### config.mk
export PLATFORM = sky130hd
export DESIGN_NAME = ctw_core_timer
export DESIGN_NICKNAME = d
export VERILOG_FILES = /design/src/rtl/ctw_sync.v /design/src/rtl/ctw_chain.v /design/src/rtl/ctw_core_timer.v
export VERILOG_INCLUDE_DIRS = /design/src /design/src/rtl
export SDC_FILE = /design/constraint.sdc
export NUM_CORES = 1
export LEC_CHECK = 0
export BUFFER_PORTS_ARGS = -buffer_cell sky130_fd_sc_hd__buf_2
export CAP_MARGIN = 5
export CORE_UTILIZATION = 55
export CTS_CLUSTER_DIAMETER = 50
export DETAILED_ROUTE_END_ITERATION = 10
export GPL_TIMING_DRIVEN = 0
export PLACE_DENSITY = 0.85
export RECOVER_POWER = 100
export SYNTH_ARGS = -nofsm -noshare
export SYNTH_HDL_FRONTEND = slang
export SYNTH_HIERARCHICAL = 1
export SYNTH_SLANG_ARGS = --single-unit
### constraint.sdc
create_clock -name clock -period 2.6 [get_ports clock]
set_clock_uncertainty 0.1 [all_clocks]
set_input_delay 0.52 -clock clock [delete_from_list [all_inputs] [get_ports clock]]
set_output_delay 0.52 -clock clock [all_outputs]
set_load 0.02 [all_outputs]
### src/rtl/ctw_consts.vh
// constants for the core timer: register offsets, field positions,
// reset values and divider taps; included by every rtl file of the block.
// How it works
// counter wrap sets overflow flag, read-only
// overflow flag and enable request interrupt
// periodic flag on selected divider stage edge
// periodic flag and enable request interrupt
// writing one clears overflow flag
// writing one clears periodic flag
// rate select picks 2^14..2^17 period
// reset sets rate bits, clears others
// reset clears both flags and enables
// watchdog clocked by periodic output div 8
// watchdog timeout raises internal reset
// software writes zero to service watchdog
// service clears only final watchdog stage
// counter register returns prescaled 8-bit count
// power-on holds reset for 4064 cycles
// external reset clears whole chain
// wait mode keeps counting, interrupt wakes
// stop entry clears timer, flags, enables
// stop exit waits, clears, then resumes
// software services watchdog before rate change
// overflow every 1024 operating clocks
// one interrupt line while enabled flag pending
`ifndef CTW_CONSTS_VH
`define CTW_CONSTS_VH

// ------------------------------------------------------------
// register map
// ------------------------------------------------------------
`define CTW_ADDR_W        16
`define CTW_OFS_STATCTL   16'h0008
`define CTW_OFS_COUNT     16'h0009
`define CTW_OFS_WDSERVICE 16'h3ff0

// ------------------------------------------------------------
// status/control fields
// ------------------------------------------------------------
`define CTW_B_OVF         7
`define CTW_B_PER         6
`define CTW_B_OVF_IE      5
`define CTW_B_PER_IE      4
`define CTW_B_OVF_CLR     3
`define CTW_B_PER_CLR     2
`define CTW_B_RATE_HI     1
`define CTW_B_RATE_LO     0
`define CTW_B_WD_SERVICE  0
`define CTW_RATE_RESET    2'h3

// ------------------------------------------------------------
// divider chain: bit k of the chain toggles every 2^k clocks
// ------------------------------------------------------------
`define CTW_CHAIN_W       17
`define CTW_CNT_LSB       2
`define CTW_CNT_MSB       9
`define CTW_PER_BASE      13
`define CTW_WD_W          3
`define CTW_POR_CYCLES    4064

`endif

### src/rtl/ctw_sync.v
// three-stage synchroniser for one asynchronous level input.
// assumes a single clock; output changes once stages two and three agree.
`timescale 1ns/100ps
`default_nettype none
`include "ctw_consts.vh"

module ctw_sync
(
	// clock and reset
	input  wire clock,
	input  wire reset,
	// level in and out
	input  wire din,
	output reg  dout_r
);

	reg s1_r;
	reg s2_r;
	reg s3_r;

	// first stage is read only by the second
	always @(posedge clock)
	begin
		if (reset)
		begin
			s1_r   <= 1'b0;
			s2_r   <= 1'b0;
			s3_r   <= 1'b0;
			dout_r <= 1'b0;
		end
		else
		begin
			s1_r <= din;
			s2_r <= s1_r;
			s3_r <= s2_r;
			if (s2_r == s3_r)
				dout_r <= s3_r;
		end
	end

endmodule
`default_nettype wire

### src/rtl/ctw_chain.v
// free-running timer divider chain with synchronous clear.
// assumes one clock at the operating frequency; clear wins over count.
`timescale 1ns/100ps
`default_nettype none
`include "ctw_consts.vh"

module ctw_chain
#(
	parameter W = `CTW_CHAIN_W
)
(
	// clock and reset
	input  wire         clock,
	input  wire         reset,
	// control
	input  wire         clear,
	// state
	output reg  [W-1:0] chain_r
);

	// binary counter stands in for the ripple stages, one bit per stage
	always @(posedge clock)
	begin
		if (reset || clear)
			chain_r <= {W{1'b0}};
		else
			chain_r <= chain_r + {{(W-1){1'b0}}, 1'b1};
	end

endmodule
`default_nettype wire

### src/rtl/ctw_core_timer.v
// core timer: prescaled 8-bit counter with overflow flag, periodic
// interrupt with four rates, watchdog and power-on reset delay.
// assumes a cpu bus on the same clock, plain strobes, read data next cycle;
// stop and wait levels come from the clock controller on another domain.
`timescale 1ns/100ps
`default_nettype none
`include "ctw_consts.vh"

module ctw_core_timer
#(
	parameter POR_CYCLES = `CTW_POR_CYCLES,
	parameter WD_W       = `CTW_WD_W
)
(
	// clock and reset
	input  wire                   clock,
	input  wire                   reset,
	// register port
	input  wire [`CTW_ADDR_W-1:0] addr,
	input  wire [7:0]             wdata,
	input  wire                   wr_stb,
	input  wire                   rd_stb,
	output reg  [7:0]             rdata_r,
	// low-power mode levels from outside the clock domain
	input  wire                   stop_mode,
	input  wire                   stop_ready,
	input  wire                   wait_mode,
	// results
	output reg                    core_timer_irq_r,
	output reg                    wake_r,
	output reg                    internal_reset_r,
	output reg                    por_busy_r
);

	// ------------------------------------------------------------
	// state
	// ------------------------------------------------------------
	localparam ST_POR  = 2'h0;
	localparam ST_RUN  = 2'h1;
	localparam ST_STOP = 2'h2;

	reg  [1:0]              state_r;
	reg  [1:0]              state_nxt;
	reg  [12:0]             por_cnt_r;
	reg                     overflow_flag_r;
	reg                     periodic_flag_r;
	reg                     overflow_irq_enable_r;
	reg                     periodic_irq_enable_r;
	reg                     rate_select_hi_r;
	reg                     rate_select_lo_r;
	reg  [WD_W-1:0]         wd_cnt_r;
	reg                     tap_prev_r;
	reg                     cnt_msb_prev_r;
	reg                     chain_clear;
	wire [`CTW_CHAIN_W-1:0] chain_r;
	wire                    stop_sync;
	wire                    ready_sync;
	wire                    wait_sync;
	wire [1:0]              rate_sel;
	wire                    tap;
	wire                    ovf_event;
	wire                    per_event;
	wire                    wr_statctl;
	wire                    wr_service;
	wire                    wd_expire;
	wire [1:0]              rate_reset;

	// ------------------------------------------------------------
	// input synchronisers
	// ------------------------------------------------------------
	ctw_sync u_sync_stop
	(
		.clock  (clock),
		.reset  (reset),
		.din    (stop_mode),
		.dout_r (stop_sync)
	);

	ctw_sync u_sync_ready
	(
		.clock  (clock),
		.reset  (reset),
		.din    (stop_ready),
		.dout_r (ready_sync)
	);

	ctw_sync u_sync_wait
	(
		.clock  (clock),
		.reset  (reset),
		.din    (wait_mode),
		.dout_r (wait_sync)
	);

	// ------------------------------------------------------------
	// divider chain
	// ------------------------------------------------------------
	ctw_chain #(.W(`CTW_CHAIN_W)) u_chain
	(
		.clock   (clock),
		.reset   (reset),
		.clear   (chain_clear),
		.chain_r (chain_r)
	);

	// ------------------------------------------------------------
	// event detection
	// ------------------------------------------------------------
	assign rate_sel   = {rate_select_hi_r, rate_select_lo_r};
	assign rate_reset = `CTW_RATE_RESET;
	// stage PER_BASE+sel toggles every 2^(13+sel) clocks: rising edge
	// gives one event per 2^(14+sel) clocks
	assign tap        = chain_r[`CTW_PER_BASE + rate_sel];
	// msb of the 8-bit count falling means ff -> 00 wrap; see R1
	// gated to run so a wrap inside the power-on delay leaves no flag behind
	assign ovf_event  = cnt_msb_prev_r & ~chain_r[`CTW_CNT_MSB] &
	                    (state_r == ST_RUN);
	// periodic flag on the rising edge of the chosen stage
	assign per_event  = tap & ~tap_prev_r & (state_r == ST_RUN);
	assign wr_statctl = wr_stb && (addr == `CTW_OFS_STATCTL);
	// bit 0 written as zero services the watchdog
	assign wr_service = wr_stb && (addr == `CTW_OFS_WDSERVICE) &&
	                    !wdata[`CTW_B_WD_SERVICE];
	assign wd_expire  = per_event && (&wd_cnt_r);

	// edge history; cleared along with the chain so no false edge
	always @(posedge clock)
	begin
		if (reset || chain_clear)
		begin
			tap_prev_r     <= 1'b0;
			cnt_msb_prev_r <= 1'b0;
		end
		else
		begin
			tap_prev_r     <= tap;
			cnt_msb_prev_r <= chain_r[`CTW_CNT_MSB];
		end
	end

	// ------------------------------------------------------------
	// mode sequencing
	// ------------------------------------------------------------
	// por holds the chain in use for the delay, then clears it once
	always @*
	begin
		state_nxt   = state_r;
		chain_clear = 1'b0;
		case (state_r)
			ST_POR:
			begin
				if (por_cnt_r == POR_CYCLES[12:0] - 13'h0001)
				begin
					state_nxt   = ST_RUN;
					chain_clear = 1'b1;
				end
			end
			ST_RUN:
			begin
				// wait mode keeps counting, nothing to do
				if (stop_sync)
				begin
					state_nxt   = ST_STOP;
					chain_clear = 1'b1;
				end
			end
			ST_STOP:
			begin
				chain_clear = 1'b1;                // held while stopped
				// oscillator restart and stabilisation end
				if (!stop_sync && ready_sync)
					state_nxt = ST_RUN;
			end
			default:
			begin
				state_nxt   = ST_POR;
				chain_clear = 1'b1;
			end
		endcase
	end

	// reset restarts the power-on delay and clears the chain
	always @(posedge clock)
	begin
		if (reset)
		begin
			state_r   <= ST_POR;
			por_cnt_r <= 13'h0000;
		end
		else
		begin
			state_r <= state_nxt;
			if (state_r == ST_POR)
				por_cnt_r <= por_cnt_r + 13'h0001;
			else
				por_cnt_r <= 13'h0000;
		end
	end

	// ------------------------------------------------------------
	// status and control register
	// ------------------------------------------------------------
	// hardware set beats the same-cycle software clear
	always @(posedge clock)
	begin
		if (reset || (state_r == ST_STOP) || (state_nxt == ST_STOP))
		begin
			overflow_flag_r       <= 1'b0;      // see R9
			periodic_flag_r       <= 1'b0;
			overflow_irq_enable_r <= 1'b0;
			periodic_irq_enable_r <= 1'b0;
			if (reset)
			begin
				rate_select_hi_r <= rate_reset[1];
				rate_select_lo_r <= rate_reset[0];
			end
		end
		else
		begin
			if (ovf_event)
				overflow_flag_r <= 1'b1;
			else if (wr_statctl && wdata[`CTW_B_OVF_CLR])
				overflow_flag_r <= 1'b0;
			if (per_event)
				periodic_flag_r <= 1'b1;
			else if (wr_statctl && wdata[`CTW_B_PER_CLR])
				periodic_flag_r <= 1'b0;
			if (wr_statctl)
			begin
				overflow_irq_enable_r <= wdata[`CTW_B_OVF_IE];
				periodic_irq_enable_r <= wdata[`CTW_B_PER_IE];
				rate_select_hi_r      <= wdata[`CTW_B_RATE_HI];
				rate_select_lo_r      <= wdata[`CTW_B_RATE_LO];
			end
		end
	end

	// ------------------------------------------------------------
	// watchdog
	// ------------------------------------------------------------
	// counts periodic-tap edges; service clears only this stage, so the
	// worst case is eight tap periods after service; see R10
	always @(posedge clock)
	begin
		if (reset || chain_clear || wr_service)
			wd_cnt_r <= {WD_W{1'b0}};
		else if (per_event)
			wd_cnt_r <= wd_cnt_r + {{(WD_W-1){1'b0}}, 1'b1};
	end

	// ------------------------------------------------------------
	// outputs
	// ------------------------------------------------------------
	// one combined line; flags and enables from registers
	always @(posedge clock)
	begin
		if (reset)
		begin
			core_timer_irq_r <= 1'b0;
			wake_r           <= 1'b0;
			internal_reset_r <= 1'b0;
			por_busy_r       <= 1'b1;
		end
		else
		begin
			core_timer_irq_r <= (overflow_flag_r & overflow_irq_enable_r) |
			                    (periodic_flag_r & periodic_irq_enable_r);
			// see R2
			wake_r           <= wait_sync &
			                    ((overflow_flag_r & overflow_irq_enable_r) |
			                     (periodic_flag_r & periodic_irq_enable_r));

			internal_reset_r <= wd_expire;
			por_busy_r       <= (state_nxt == ST_POR);
		end
	end

	// read data stand only in the cycle after the strobe
	always @(posedge clock)
	begin
		if (reset || !rd_stb)
			rdata_r <= 8'h00;
		else if (addr == `CTW_OFS_STATCTL)
			rdata_r <= {overflow_flag_r, periodic_flag_r,
			            overflow_irq_enable_r, periodic_irq_enable_r,
			            2'h0, rate_select_hi_r, rate_select_lo_r};
			// strobe bits read zero; see R5
		else if (addr == `CTW_OFS_COUNT)
			rdata_r <= chain_r[`CTW_CNT_MSB:`CTW_CNT_LSB];
		else
			rdata_r <= 8'h00;
	end

endmodule
`default_nettype wire

After elaboration in Yosys (flattened, before gate mapping)
Cells that the tools add are included.
{"block": "totals", "memories": 0, "elab_cells": 102, "romBits": 0, "input_bits": 31, "latch_bits": 0, "ramBits": 0, "out_inout_bits": 12, "regBits": 67}
{"block": "classes", "muxes": 20, "n_bitwise": 12, "n_addsub": 4, "reduce_logical": 24, "n_eq_ne": 11, "n_lt_le_gt_ge": 1, "mul": 0, "n_shift": 0, "div": 0}
{"operator": "$eq A16 B4 Y1 const B", "count": 2}
{"operator": "$add A17 B1 Y17 const B", "count": 1}
{"operator": "$eq A16 B14 Y1 const B", "count": 1}
{"operator": "$mux W8", "count": 2}
{"operator": "$add A13 B1 Y13 const B", "count": 1}
{"operator": "$eq A13 B12 Y1 const B", "count": 1}
{"operator": "$mux W1", "count": 12}
{"operator": "$and A1 B1 Y1", "count": 7}
{"operator": "$logic_and A1 B1 Y1", "count": 7}
{"operator": "$lt A5 B6 Y1 const B", "count": 1}
{"operator": "$mux W2", "count": 3}
{"operator": "$pmux W2 S3", "count": 1}
{"operator": "$reduce_bool A2 Y1", "count": 3}
{"operator": "$add A4 B2 Y5 const A", "count": 1}
{"operator": "$bmux W1 S5", "count": 1}
{"operator": "$logic_or A1 B1 Y1", "count": 5}
{"operator": "$eq A2 B2 Y1 const B", "count": 2}
{"operator": "$logic_not A2 Y1", "count": 2}
{"operator": "$not A1 Y1", "count": 4}
{"operator": "$add A3 B1 Y3 const B", "count": 1}
{"operator": "$eq A1 B1 Y1", "count": 3}
{"operator": "$logic_not A1 Y1", "count": 3}
{"operator": "$reduce_and A3 Y1", "count": 1}
{"operator": "$reduce_or A3 Y1", "count": 1}
{"operator": "other kinds (6)", "count": 6}

Logic depth before layout (Yosys ltp)
Gate-level depths: netlist of the first run.
{"block": "depth", "word_depth": 8, "mapped_depth": 8, "ltp_nobuf": 6}

Cells and area by module
The synthesis of the first run kept the hierarchy.
{"module": "ctw_core_timer", "instances": 1, "area_per_inst_um2": 1674.1, "seq_area_each_um2": 780.7, "cells_per_inst": 166}
{"module": "ctw_chain", "instances": 1, "area_per_inst_um2": 733.2, "seq_area_each_um2": 340.3, "cells_per_inst": 85}
{"module": "ctw_sync", "instances": 3, "area_per_inst_um2": 112.6, "seq_area_each_um2": 80.1, "cells_per_inst": 10}

Least setup slack after synthesis of the first run
No wires, ideal clock.
{"block": "synth_timing", "kind": "register to register", "startpoint": "reg por_cnt_r[0]", "endpoint": "reg u_chain.chain_r[12]", "n_path_buf": 2, "setup_ns": 0.128, "stages_incl_launch_ff": 9, "arrival_ns": 1.841, "period_less_slack_ns": 2.069, "path_slack_ns": 0.531, "t_required_ns": 2.372, "cell_sequence": "dfxtp_1 -> ha_1 -> nand4_1 -> o31ai_1 -> and2_1 -> or2_2 -> clkbuf_1 -> clkbuf_1 -> nor2_1"}
{"block": "synth_between", "elab_chain_len": 4}
{"item": "from (decl)", "line": "ctw_core_timer.v:44", "rtl": "reg [12:0] por_cnt_r;"}
{"item": "from (signal assigned)", "line": "ctw_core_timer.v:194", "rtl": "por_cnt_r <= por_cnt_r + 13'h0001;"}
{"item": "$eq A13 B12 Y1", "line": "ctw_core_timer.v:152", "rtl": "if (por_cnt_r == POR_CYCLES[12:0] - 13'h0001)"}
{"item": "$mux W1", "line": "ctw_core_timer.v:152"}
{"item": "$pmux W1 S2", "line": "ctw_core_timer.v:149", "rtl": "case (state_r)"}
{"item": "net chain_clear", "line": "ctw_core_timer.v:54", "rtl": "reg chain_clear;"}
{"item": "$logic_or A1 B1 Y1", "line": "ctw_chain.v:24", "rtl": "if (reset || clear)"}
{"item": "to (signal assigned)", "line": "ctw_chain.v:25", "rtl": "chain_r <= {W{1'b0}};"}
{"item": "to (signal assigned)", "line": "ctw_chain.v:27", "rtl": "chain_r <= chain_r + {{(W-1){1'b0}}, 1'b1};"}
{"item": "to (decl)", "line": "ctw_chain.v:18", "rtl": "output reg [W-1:0] chain_r"}
The timed path passes the listed nets, and every way through them passes these cells.
A chain may end at the register's enable or synchronous reset.

Final worst setup path of the first run
Same ends and word-level chain as after synthesis.

==> summary.txt, run 1 <==
Status
  – Status: finished clean

Yosys
  – Most frequent cell after synthesis: dfxtp_1
  – Synthesized flop and latch total: 67
  – Top cells by count, synth: dfxtp_1 (65), nor2_1 (40), xnor2_1 (16)
  – Post-synth EDFFs: 2
  – Most used DFF post-synth: dfxtp_1
  – Area leader, netlist: dfxtp_1
  – Synthesis Warnings: 6
  – Synth top area share: 47.4%
  – Syn_nets: 317
  – Async S/R FF share, synth: 0%
  – Mapped Avg Cell Area: 9.77 sq um
  – Cell variety after synth: 48
  – Largest cells by area after synthesis: dfxtp_1 (47%), nor2_1 (5.5%), xnor2_1 (5.1%), a21oi_1 (2.6%), nor2b_1 (2.5%)
  – Seq/Total Area, Yosys: 49.6%
  – Synth Instances: 281
  – Netlist Area Pre-Place: 2750 sq um

Detailed routing
  – # DRC: 0
  – Iteration-0 DRC Markers: 105
  – Post-route ant nets: 0
  – Final wirelength: 4850 microns
  – Via/cell ratio: 5.27
  – Average routed wire per standard cell: 12.0 microns
  – Via count: 2130
  – Pre-Repair DR Iteration Count: 4

Power and ir drop
  – Cell Pwr Density: 626 nW/um^2
  – Leakage: 1.14 nW
  – Total power draw: 1.98 mW
  – VDD IR max: 0.422 mV

Clock network
  – Root Driver: clkbuf_8
  – H-tree Lvls: 3
  – CTS tree: built
  – Post-CTS Hold Fix Bufs: 0
  – CTS Sinks: 67
  – Maximum buffer depth of the clock tree: 2
  – TritonCTS Buffers: 9
  – Later-pin clock latency in the skew report: 0.35 ns
  – Post-CTS setup buffers: 0
  – Clk pin slew, worst setup/hold paths: 0.07 ns

STA
  – Slew HR: 43.3%
  – TNS Setup: 0 ns
  – Fin Hold WS: 0.284 ns
  – Worst slew pin tran: 0.838 ns
  – Fin crit share: 88.2%
  – RSZ-0062 raised after global routing: false
  – Slew Limit Fails: 0
  – Setup Viol. Count Final: 0
  – Final Hold Viols: 0
  – Fmax: 0.436 GHz
  – Min cycle time layout: 2.29 ns

GRT
  – Number of global-route vias before repair: 1997
  – GRT Overall Usage: 20.6%
  – Antenna violations before repair: 0
  – Largest net degree at the start of global routing: 15
  – Grt ovf: 0
  – First-pass GRT wire length: 8280 microns

Cells and area
  – Final Core Density: 66.4%
  – Share of layout cells above drive strength 1: 15.1%
  – Ant diodes: 0
  – Final net count: 368
  – Syn-to-layout area delta: 15.0%

Critical path
  – Crit path arrival time: 2.42 ns
  – Worst EP required: 2.73 ns
  – Startpoint Class: flip-flop
  – Crit Path Class: flip-flop to flip-flop
  – Crit. End Element: flip-flop
  – Crit-path max FO: 10

Floorplanning
  – # IOs: 43
  – Die width: 72.7 microns
  – Core ar.: 4750 sq um
  – Row cnt: 25
  – DIE AREA: 5280 sq um
  – Starting Density: 57.7%
  – Die Span Y: 72.7 microns

Worst hold path
  – Min-delay worst type: primary input to flip-flop

Placed design
  – Routability Congestion: 0.787
  – Placed wire-length estimate: 3460 microns
  – IO buf count: 40

Flow run
  – Max Cap Violations: 0
[sequential cells by signal, summed over array words and instances (netlist names), 2 cells and up]
| name | flops |
|---|---|
| state_r | 2 |
| u_chain/chain_r | 17 |
| wd_cnt_r | 3 |
| por_cnt_r | 13 |
| rdata_r | 8 |
[cell families after synthesis]
group                    after synthesis  synth area share [%]
AO/OA/AOI/OAI                         37                  9.12
XOR/XNOR                              23                  7.34
adder cells (fa/ha/maj)                5                  2.28
buffers and inverters                 13                  1.82
flip-flops                            67                  49.6
multiplexers                           6                  2.19
AND/OR/NAND/NOR                      130                  27.7
[critical path, stage by stage, from the launching register on]
cell and delay [ns]:
dfxtp_1 0.37, ha_1 0.24, nand4_1 0.23, o31ai_2 0.32
and2_1 0.16, or2_2 0.09, clkbuf_1 0.30, clkbuf_2 0.29
nor2_1 0.07
[final timing paths]
kind	start	endpoint	slack [ns]	cells past startpoint
setup / recovery	por_cnt_r[0]	u_chain/chain_r[12]	0.31	8
hold / removal	wait_mode	u_sync_wait/s1_r	0.28	2
setup reg to reg	por_cnt_r[0]	u_chain/chain_r[12]	0.31	8
hold reg to reg	u_sync_wait/s1_r	u_sync_wait/s2_r	0.34	1
[cells in the final DEF, fill, tap and decap left out, types with 3 or more instances in the layout]
| cell | synthesis | routed |
|---|---|---|
| clkinv_2 | 0 | 3 |
| clkbuf_1 | 3 | 18 |
| a21oi_1 | 14 | 14 |
| nand2_1 | 12 | 12 |
| xnor2_1 | 16 | 16 |
| mux2i_1 | 6 | 6 |
| ha_1 | 5 | 5 |
| nor4_1 | 4 | 4 |
| nor3b_1 | 3 | 3 |
| o21ai_1 | 3 | 3 |
| clkbuf_8 | 0 | 10 |
| a22o_1 | 6 | 6 |
| nor2_1 | 40 | 40 |
| nand4_1 | 9 | 9 |
| and2_1 | 5 | 3 |
| nor2b_1 | 11 | 11 |
| or3_1 | 4 | 4 |
| inv_1 | 9 | 9 |
| xor2_1 | 7 | 7 |
| dfxtp_1 | 65 | 65 |
| nor3_1 | 9 | 11 |
| o21ai_0 | 4 | 4 |
| buf_2 | 1 | 26 |
| nand3_1 | 11 | 11 |
[what timing repair did]
| item | CTS | global route |
|---|---|---|
| setup endpoints to repair | 0 | 10 |
| resized for setup | 0 | 3 |
| hold endpoints to repair | 0 | 0 |
[metal layers]
layer,vias to the layer above,share of wire (%),track usage [%]
met3,9,4.9,8.01
met2,46,47,33.5
li1,1088,-,-
met1,987,46,24.1
met4,0,1.6,9.15
met5,-,0,0
[power breakdown]
group / internal (mW) / total, mW / switching (mW)
logic: 0.0358 / 0.0764 / 0.0407
clock network: 0.464 / 0.841 / 0.378
registers: 1.05 / 1.06 / 0.0137
total: 1.55 / 1.98 / 0.432
[area by class of cell]
type	instances	area, sq um
inverter	9	33.8
fill	398	1600
sequential	67	1360
clock buffer	11	141
buffer	4	16.3
multi-input combinational	201	1290
timing repair buffer	40	183
clock inverter	5	52.6
tap	67	83.8
[per-stage QoR]
step,area [sq um],std cells,setup WS [ns]
after floorplan,2750,281,0.531
after detailed placement,3030,388,0.138
final,3160,404,0.307
after CTS,3220,404,0.117
after global routing,3160,404,0.102
after global placement,3030,388,0.182
(Power assumes the default switching activity.)
==> run 2: changes to the inputs <==
--- a/config.mk
+++ b/config.mk
@@ -6,6 +6,7 @@
 export SDC_FILE = /design/constraint.sdc
 export NUM_CORES = 1
 export LEC_CHECK = 0
+export ABC_CLOCK_PERIOD_IN_PS = 2600
 export BUFFER_PORTS_ARGS = -buffer_cell sky130_fd_sc_hd__buf_2
 export CAP_MARGIN = 5
 export CORE_UTILIZATION = 55
@@ -13,7 +14,6 @@
 export DETAILED_ROUTE_END_ITERATION = 10
 export GPL_TIMING_DRIVEN = 0
 export PLACE_DENSITY = 0.85
-export RECOVER_POWER = 100
 export SYNTH_ARGS = -nofsm -noshare
 export SYNTH_HDL_FRONTEND = slang
 export SYNTH_HIERARCHICAL = 1
==> summary.txt, run 2 (synthesis results as in run 1) <==
GRT
  – First-pass GRT wire length: 8280 microns (unchanged)
  – Grt ovf: 0 (unchanged)
  – Met3 Usage GRT: 8.01% (unchanged)
  – Largest net degree at the start of global routing: 15 (unchanged)
  – Met1 Use GR: 24.1% (unchanged)
  – GRT Max-Usage Layer: met2
  – Global-route met2 utilization: 33.5% (unchanged)
  – GRT Overall Usage: 20.6% (unchanged)
  – Antenna violations before repair: 0 (unchanged)
  – Number of global-route vias before repair: 1997 (unchanged)

Placed design
  – Routability Congestion: 0.787 (unchanged)
  – IO buf count: 40 (unchanged)
  – Placed wire-length estimate: 3460 microns (unchanged)

Critical path
  – CP max stage delay: 0.37 ns (about the same)
  – Crit path max-delay family: buffers and inverters
  – Startpoint Class: flip-flop
  – Crit Path Class: flip-flop to flip-flop
  – Buf/Inv on CP: 2 (unchanged)
  – Crit-path max FO: 10 (unchanged)
  – Slowest cell on crit path: dfxtp_1
  – Crit. End Element: flip-flop
  – Worst EP required: 2.73 ns (about the same)
  – Crit path arrival time: 2.41 ns (about the same)
  – CP Cell Sequence: ha_1 > nand4_1 > o31ai_2 > and2_1 > or2_2 > clkbuf_1 > clkbuf_2 > nor2_1

Flow run
  – Max Cap Violations: 0 (unchanged)

Power and ir drop
  – Cell Pwr Density: 613 nW/um^2 (-2.2%)
  – Sequential power share: 53.6% (about the same)
  – Switching share of total power: 21.8% (-0.068 points)
  – Int Pwr: 1.55 mW (+0.11%)
  – VDD IR max: 0.422 mV (about the same)
  – Clock power share: 42.4% (about the same)
  – Gate power share: 4.0% (about the same)
  – Switching pwr: 0.431 mW (-0.29%)
  – Leakage: 1.24 nW (+8.0%)

STA
  – Fmax: 0.438 GHz (+0.37%)
  – Slew HR: 63.9% (+21 points)
  – Fin Hold WS: 0.285 ns (+0.000817 ns)
  – Worst slew pin tran: 0.535 ns (-0.303 ns)
  – RSZ-0062 raised after global routing: false
  – Setup Viol. Count Final: 0 (unchanged)
  – Min cycle time layout: 2.28 ns (-0.00837 ns)
  – Slew Limit Fails: 0 (unchanged)
  – Final Hold Viols: 0 (unchanged)
  – TNS Setup: 0 ns (unchanged)
  – Fin crit share: 87.9% (-0.32 points)

Cells and area
  – Syn-to-layout area delta: 17.6%
  – Final net count: 368 (unchanged)
  – Share of layout cells above drive strength 1: 21.1% (+5.9 points)
  – Most common cell after layout, fill and taps aside: dfxtp_1
  – Ant diodes: 0 (unchanged)
  – Most frequent cells in the layout: dfxtp_1 (65), buf_2 (41), nor2_1 (40)
  – Largest register FFs: 17 (unchanged)
  – Largest Register: u_chain/chain_r
  – Top Registers: u_chain/chain_r x17, por_cnt_r x13, rdata_r x8
  – Final Core Density: 67.9% (+1.5 points)

Status
  – Status: finished clean

Floorplanning
  – DIE AREA: 5280 sq um (unchanged)
  – Starting Density: 57.7% (unchanged)
  – Die Span Y: 72.7 microns (unchanged)
  – # IOs: 43 (unchanged)
  – Core ar.: 4750 sq um (unchanged)
  – Row cnt: 25 (unchanged)
  – Die width: 72.7 microns (unchanged)

Detailed routing
  – Pre-Repair DR Iteration Count: 4 (unchanged)
  – Average routed wire per standard cell: 11.8 microns (-1.8%)
  – Post-route ant nets: 0 (unchanged)
  – # DRC: 0 (unchanged)
  – Via count: 2130 (unchanged)
  – Final wirelength: 4770 microns (-1.8%)
  – Via/cell ratio: 5.27 (unchanged)
  – Iteration-0 DRC Markers: 124 (+18%)

Clock network
  – Root Driver: clkbuf_8
  – H-tree Lvls: 3 (unchanged)
  – Later-pin clock latency in the skew report: 0.35 ns (about the same)
  – Post-CTS Hold Fix Bufs: 0 (unchanged)
  – Post-CTS setup buffers: 0 (unchanged)
  – CTS Sinks: 67 (unchanged)
  – CTS tree: built
  – Clk pin slew, worst setup/hold paths: 0.07 ns (about the same)
  – TritonCTS Buffers: 9 (unchanged)
  – Maximum buffer depth of the clock tree: 2 (unchanged)

Worst hold path
  – Min-delay worst type: primary input to flip-flop
==> run 2: cell count changes in the layout (fill, tap and decap cells not counted), sizes merged <==
cell and change:
clkbuf -15, buf +15
==> run 2: layer usage <==
metal,up-vias,share of wire [%]
met5,-,0
met4,0,1.2
met2,51,48
met3,9,5.6
met1,980,45
li1,1090,-
==> run 2: area by class of cell <==
cell class	instances	area, sq um
multi-input combinational	201	1340
buffer	4	17.5
clock buffer	11	141
tap	67	83.8
inverter	9	33.8
clock inverter	5	52.6
sequential	67	1360
timing repair buffer	40	200
fill	380	1530
==> run 2: metrics by stage <==
step                power [mW]  instances  worst slack (ns)  cell area, sq um
floorplan                 1.12        281             0.531              2750
global placement          1.16        388             0.182              3030
detailed placement        1.16        388             0.138              3030
CTS                       2.00        404             0.117              3220
global route              2.06        404             0.106              3230
finish                    1.98        404             0.315              3230
==> run 2: worst reg2reg max path, cell delays in order, from the launching register on <==
cell and delay, ns:
dfxtp_1 0.37, ha_1 0.24, nand4_1 0.23, o31ai_2 0.32, and2_1 0.16, or2_2 0.09, clkbuf_1 0.30, clkbuf_2 0.29
nor2_1 0.07
==> run 2: worst paths after layout <==
| check | from | end | slack (ns) | cells past startpoint |
|---|---|---|---|---|
| max | por_cnt_r[0] | u_chain/chain_r[12] | 0.32 | 8 |
| min | wait_mode | u_sync_wait/s1_r | 0.28 | 2 |
| max reg2reg | por_cnt_r[0] | u_chain/chain_r[12] | 0.32 | 8 |
| min reg2reg | u_sync_wait/s1_r | u_sync_wait/s2_r | 0.34 | 1 |
==> run 2: power by group through the flow <==
stage	combinational, mW	clock [mW]	sequential, mW
floorplan	0.0444	0	1.08
global placement	0.0774	0	1.08
detailed placement	0.0797	0	1.08
CTS	0.0805	0.854	1.06
global route	0.0901	0.906	1.06
finish	0.0797	0.839	1.06
==> run 2: what timing repair did <==
action | 4_1_cts | 5_1_grt
gates resized for setup | 0 | 3
endpoints found under the setup margin | 0 | 10
hold endpoints to repair | 0 | 0
==> run 3: changes to the inputs <==
--- a/config.mk
+++ b/config.mk
@@ -6,14 +6,16 @@
 export SDC_FILE = /design/constraint.sdc
 export NUM_CORES = 1
 export LEC_CHECK = 0
+export ABC_AREA = 1
 export ABC_CLOCK_PERIOD_IN_PS = 2600
 export BUFFER_PORTS_ARGS = -buffer_cell sky130_fd_sc_hd__buf_2
 export CAP_MARGIN = 5
 export CORE_UTILIZATION = 55
+export CTS_BUF_LIST = sky130_fd_sc_hd__clkbuf_16
 export CTS_CLUSTER_DIAMETER = 50
 export DETAILED_ROUTE_END_ITERATION = 10
 export GPL_TIMING_DRIVEN = 0
-export PLACE_DENSITY = 0.85
+export PLACE_DENSITY = 0.84
 export SYNTH_ARGS = -nofsm -noshare
 export SYNTH_HDL_FRONTEND = slang
 export SYNTH_HIERARCHICAL = 1
==> summary.txt, run 3 <==
Floorplanning
  – Core ar.: 5140 sq um (+8.1%)
  – Die width: 75.5 microns (+3.9%)
  – Row cnt: 26 (+4.0%)
  – DIE AREA: 5700 sq um (+8.0%)
  – Die Span Y: 75.5 microns (+3.9%)
  – # IOs: 43 (unchanged)
  – Starting Density: 57.8% (about the same)

Cells and area
  – Fillers: 430 (+13%)
  – Final net count: 491 (+33%)
  – Largest Register: u_chain/chain_r
  – Finished Layout Cells: 530 (+31%)
  – Syn-to-layout area delta: 20.3%
  – Multi-input logic area: 1340 sq um (about the same)
  – Largest register FFs: 17 (unchanged)
  – Ant diodes: 0 (unchanged)
  – Final Core Density: 69.5% (+1.6 points)
  – Most common cell after layout, fill and taps aside: nand2_1
  – Top Registers: u_chain/chain_r x17, por_cnt_r x13, rdata_r x8
  – FF+latch area: 1360 sq um (unchanged)
  – Most frequent cells in the layout: nand2_1 (78), nor2_1 (71), inv_1 (67)
  – Share of layout cells above drive strength 1: 18.9% (-2.2 points)

STA
  – Final Hold Viols: 0 (unchanged)
  – Fin crit share: 77.3% (-11 points)
  – TNS Setup: 0 ns (unchanged)
  – Slew HR: 75.5% (+12 points)
  – Fmax: 0.498 GHz (+14%)
  – Worst slew pin tran: 0.367 ns (-0.168 ns)
  – RSZ-0062 raised after global routing: false
  – Slew Limit Fails: 0 (unchanged)
  – Setup Viol. Count Final: 0 (unchanged)
  – Min cycle time layout: 2.01 ns (-0.275 ns)

Yosys
  – Mapped Avg Cell Area: 7.35 sq um (-25%)
  – Syn_nets: 440 (+39%)
  – Most frequent cell after synthesis: nand2_1
  – Post-synth EDFFs: 2 (unchanged)
  – Top cells by count, synth: nand2_1 (78), nor2_1 (71), inv_1 (67)
  – Async S/R FF share, synth: 0% (unchanged)
  – Synth top area share: 43.8% (-3.6 points)
  – Most used DFF post-synth: dfxtp_1
  – Area leader, netlist: dfxtp_1
  – Netlist Area Pre-Place: 2970 sq um (+8.2%)
  – Largest cells by area after synthesis: dfxtp_1 (44%), nand2_1 (9.9%), nor2_1 (9.0%), inv_1 (8.5%), a21oi_1 (3.5%)
  – Synthesis Warnings: 6 (unchanged)
  – Synthesized flop and latch total: 67 (unchanged)
  – Seq/Total Area, Yosys: 45.8% (-3.8 points)
  – Cell variety after synth: 34 (-29%)
  – Synth Instances: 404 (+44%)

Power and ir drop
  – Clock power share: 52.6% (+10 points)
  – Switching share of total power: 20.8% (-1.0 points)
  – VDD IR max: 0.430 mV (+2.1%)
  – Cell Pwr Density: 679 nW/um^2 (+11%)
  – Leakage: 1.57 nW (+27%)
  – Switching pwr: 0.504 mW (+17%)
  – Int Pwr: 1.92 mW (+24%)
  – Sequential power share: 43.6% (-10 points)
  – Gate power share: 3.8% (-0.2 points)
  – Total power draw: 2.43 mW (+23%)

Detailed routing
  – Iteration-0 DRC Markers: 102 (-18%)
  – Via/cell ratio: 5.08 (-3.7%)
  – Final wirelength: 6220 microns (+31%)
  – # DRC: 0 (unchanged)
  – Via count: 2691 (+26%)
  – Pre-Repair DR Iteration Count: 4 (unchanged)
  – Post-route ant nets: 0 (unchanged)
  – Average routed wire per standard cell: 11.7 microns (-0.50%)

Worst hold path
  – Min-delay worst type: primary input to flip-flop
  – Hold Crit Depth: 3 (+1)

Clock network
  – Post-CTS Hold Fix Bufs: 0 (unchanged)
  – CTS tree: built
  – Root Driver: clkbuf_16
  – CTS Sinks: 67 (unchanged)
  – Maximum buffer depth of the clock tree: 2 (unchanged)
  – Later-pin clock latency in the skew report: 0.33 ns (-0.02 ns)
  – Post-CTS setup buffers: 0 (unchanged)
  – TritonCTS Buffers: 9 (unchanged)
  – CTS resizes: 0 (unchanged)
  – Clk pin slew, worst setup/hold paths: 0.05 ns (-0.02 ns)
  – H-tree Lvls: 3 (unchanged)

Critical path
  – Slowest cell on crit path: dfxtp_1
  – Startpoint Class: flip-flop
  – Crit path max-delay family: simple AND/OR/NAND/NOR gates
  – Crit. path cell count: 12 (+4)
  – Most used cell, CP: nand2_1
  – Crit. End Element: flip-flop
  – CP max stage delay: 0.32 ns (-0.05 ns)
  – Buf/Inv on CP: 3 (+1)
  – R2R cell count: 12 (+4)
  – Crit-path max FO: 10 (unchanged)
  – Crit Path Class: flip-flop to flip-flop
  – Worst EP required: 2.74 ns (about the same)
  – Crit path arrival time: 2.15 ns (-0.26 ns)
  – CP Cell Sequence: ha_1 > nand2_1 > inv_2 > nand2_1 > nor2_1 > nand2_1 > nand2_1 > nand2_1 > inv_1 > nor2_4 > inv_1 > a211oi_1

GRT
  – GRT Overall Usage: 24.1% (+3.5 points)
  – Number of global-route vias before repair: 2459 (+23%)
  – Antenna violations before repair: 0 (unchanged)
  – Largest net degree at the start of global routing: 20 (+5)
  – First-pass GRT wire length: 10100 microns (+22%)
  – Grt ovf: 0 (unchanged)

Status
  – Status: finished clean

Placed design
  – IO buf count: 40 (unchanged)
  – Routability Congestion: 0.915 (+16%)
  – Placed cell count: 514 (+32%)
  – Placed wire-length estimate: 4370 microns (+27%)

Flow run
  – Max Cap Violations: 0 (unchanged)
run 3: area by class of cell:
type / instances / area share, %
Clock inverter: 7 / 2.56
Timing Repair Buffer: 40 / 5.60
Clock buffer: 9 / 6.30
Inverter: 71 / 7.46
Sequential cell: 67 / 38.1
Tap cell: 70 / 2.45
Buffer: 1 / 0.140
Multi-Input combinational cell: 265 / 37.4
run 3: power by group through the flow:
stage / Combinational [mW] / Clock (mW) / Sequential (mW)
3_3_place_gp: 0.0854 / 0 / 1.08
6_report: 0.0918 / 1.28 / 1.06
4_1_cts: 0.0924 / 1.29 / 1.06
2_1_floorplan: 0.0511 / 0 / 1.08
3_5_place_dp: 0.0903 / 0 / 1.08
5_1_grt: 0.106 / 1.34 / 1.06
run 3: worst reg2reg max path, stage by stage, from the launching register on:
cell and delay, ns:
dfxtp_1 0.32, ha_1 0.21, nand2_1 0.08, inv_2 0.06, nand2_1 0.09, nor2_1 0.07, nand2_1 0.05, nand2_1 0.05
nand2_1 0.10, inv_1 0.08, nor2_4 0.26, inv_1 0.23, a211oi_1 0.24
run 3: path summary, 6_finish.rpt:
check / start / to / slack, ns
worst max register to register: por_cnt_r[0] / u_chain/chain_r[6] / 0.59
worst min-delay path: wait_mode / u_sync_wait/s1_r / 0.29
worst min register to register: u_sync_wait/s1_r / u_sync_wait/s2_r / 0.31
worst max-delay path: por_cnt_r[0] / u_chain/chain_r[6] / 0.59
run 3: metrics by stage:
| step | setup WS [ns] | cell area [sq um] | hold WS, ns |
|---|---|---|---|
| after floorplan | 0.935 | 2970 | 0.288 |
| after global placement | 0.667 | 3260 | 0.290 |
| after detailed placement | 0.618 | 3260 | 0.301 |
| after CTS | 0.584 | 3570 | 0.291 |
| after global routing | 0.341 | 3570 | 0.297 |
| final | 0.590 | 3570 | 0.294 |
run 3: cells by family (layout without fill, tap and decap cells):
family	count (synthesis)	count (layout)	synth area share (%)
simple gates	206	206	31.9
buf+inv	72	128	9.14
flops	67	67	45.8
compound gates	50	50	9.81
fa+ha+maj	5	5	2.11
xor+xnor	4	4	1.18
run 3: metal layers:
layer  vias up  wire (microns)  global-route usage (%)
met1      1218            2710                    27.1
met2        84            3040                    41.5
met4         0             103                    10.9
met5         -               0                       0
li1       1379               -                       -
met3        10             365                    8.07
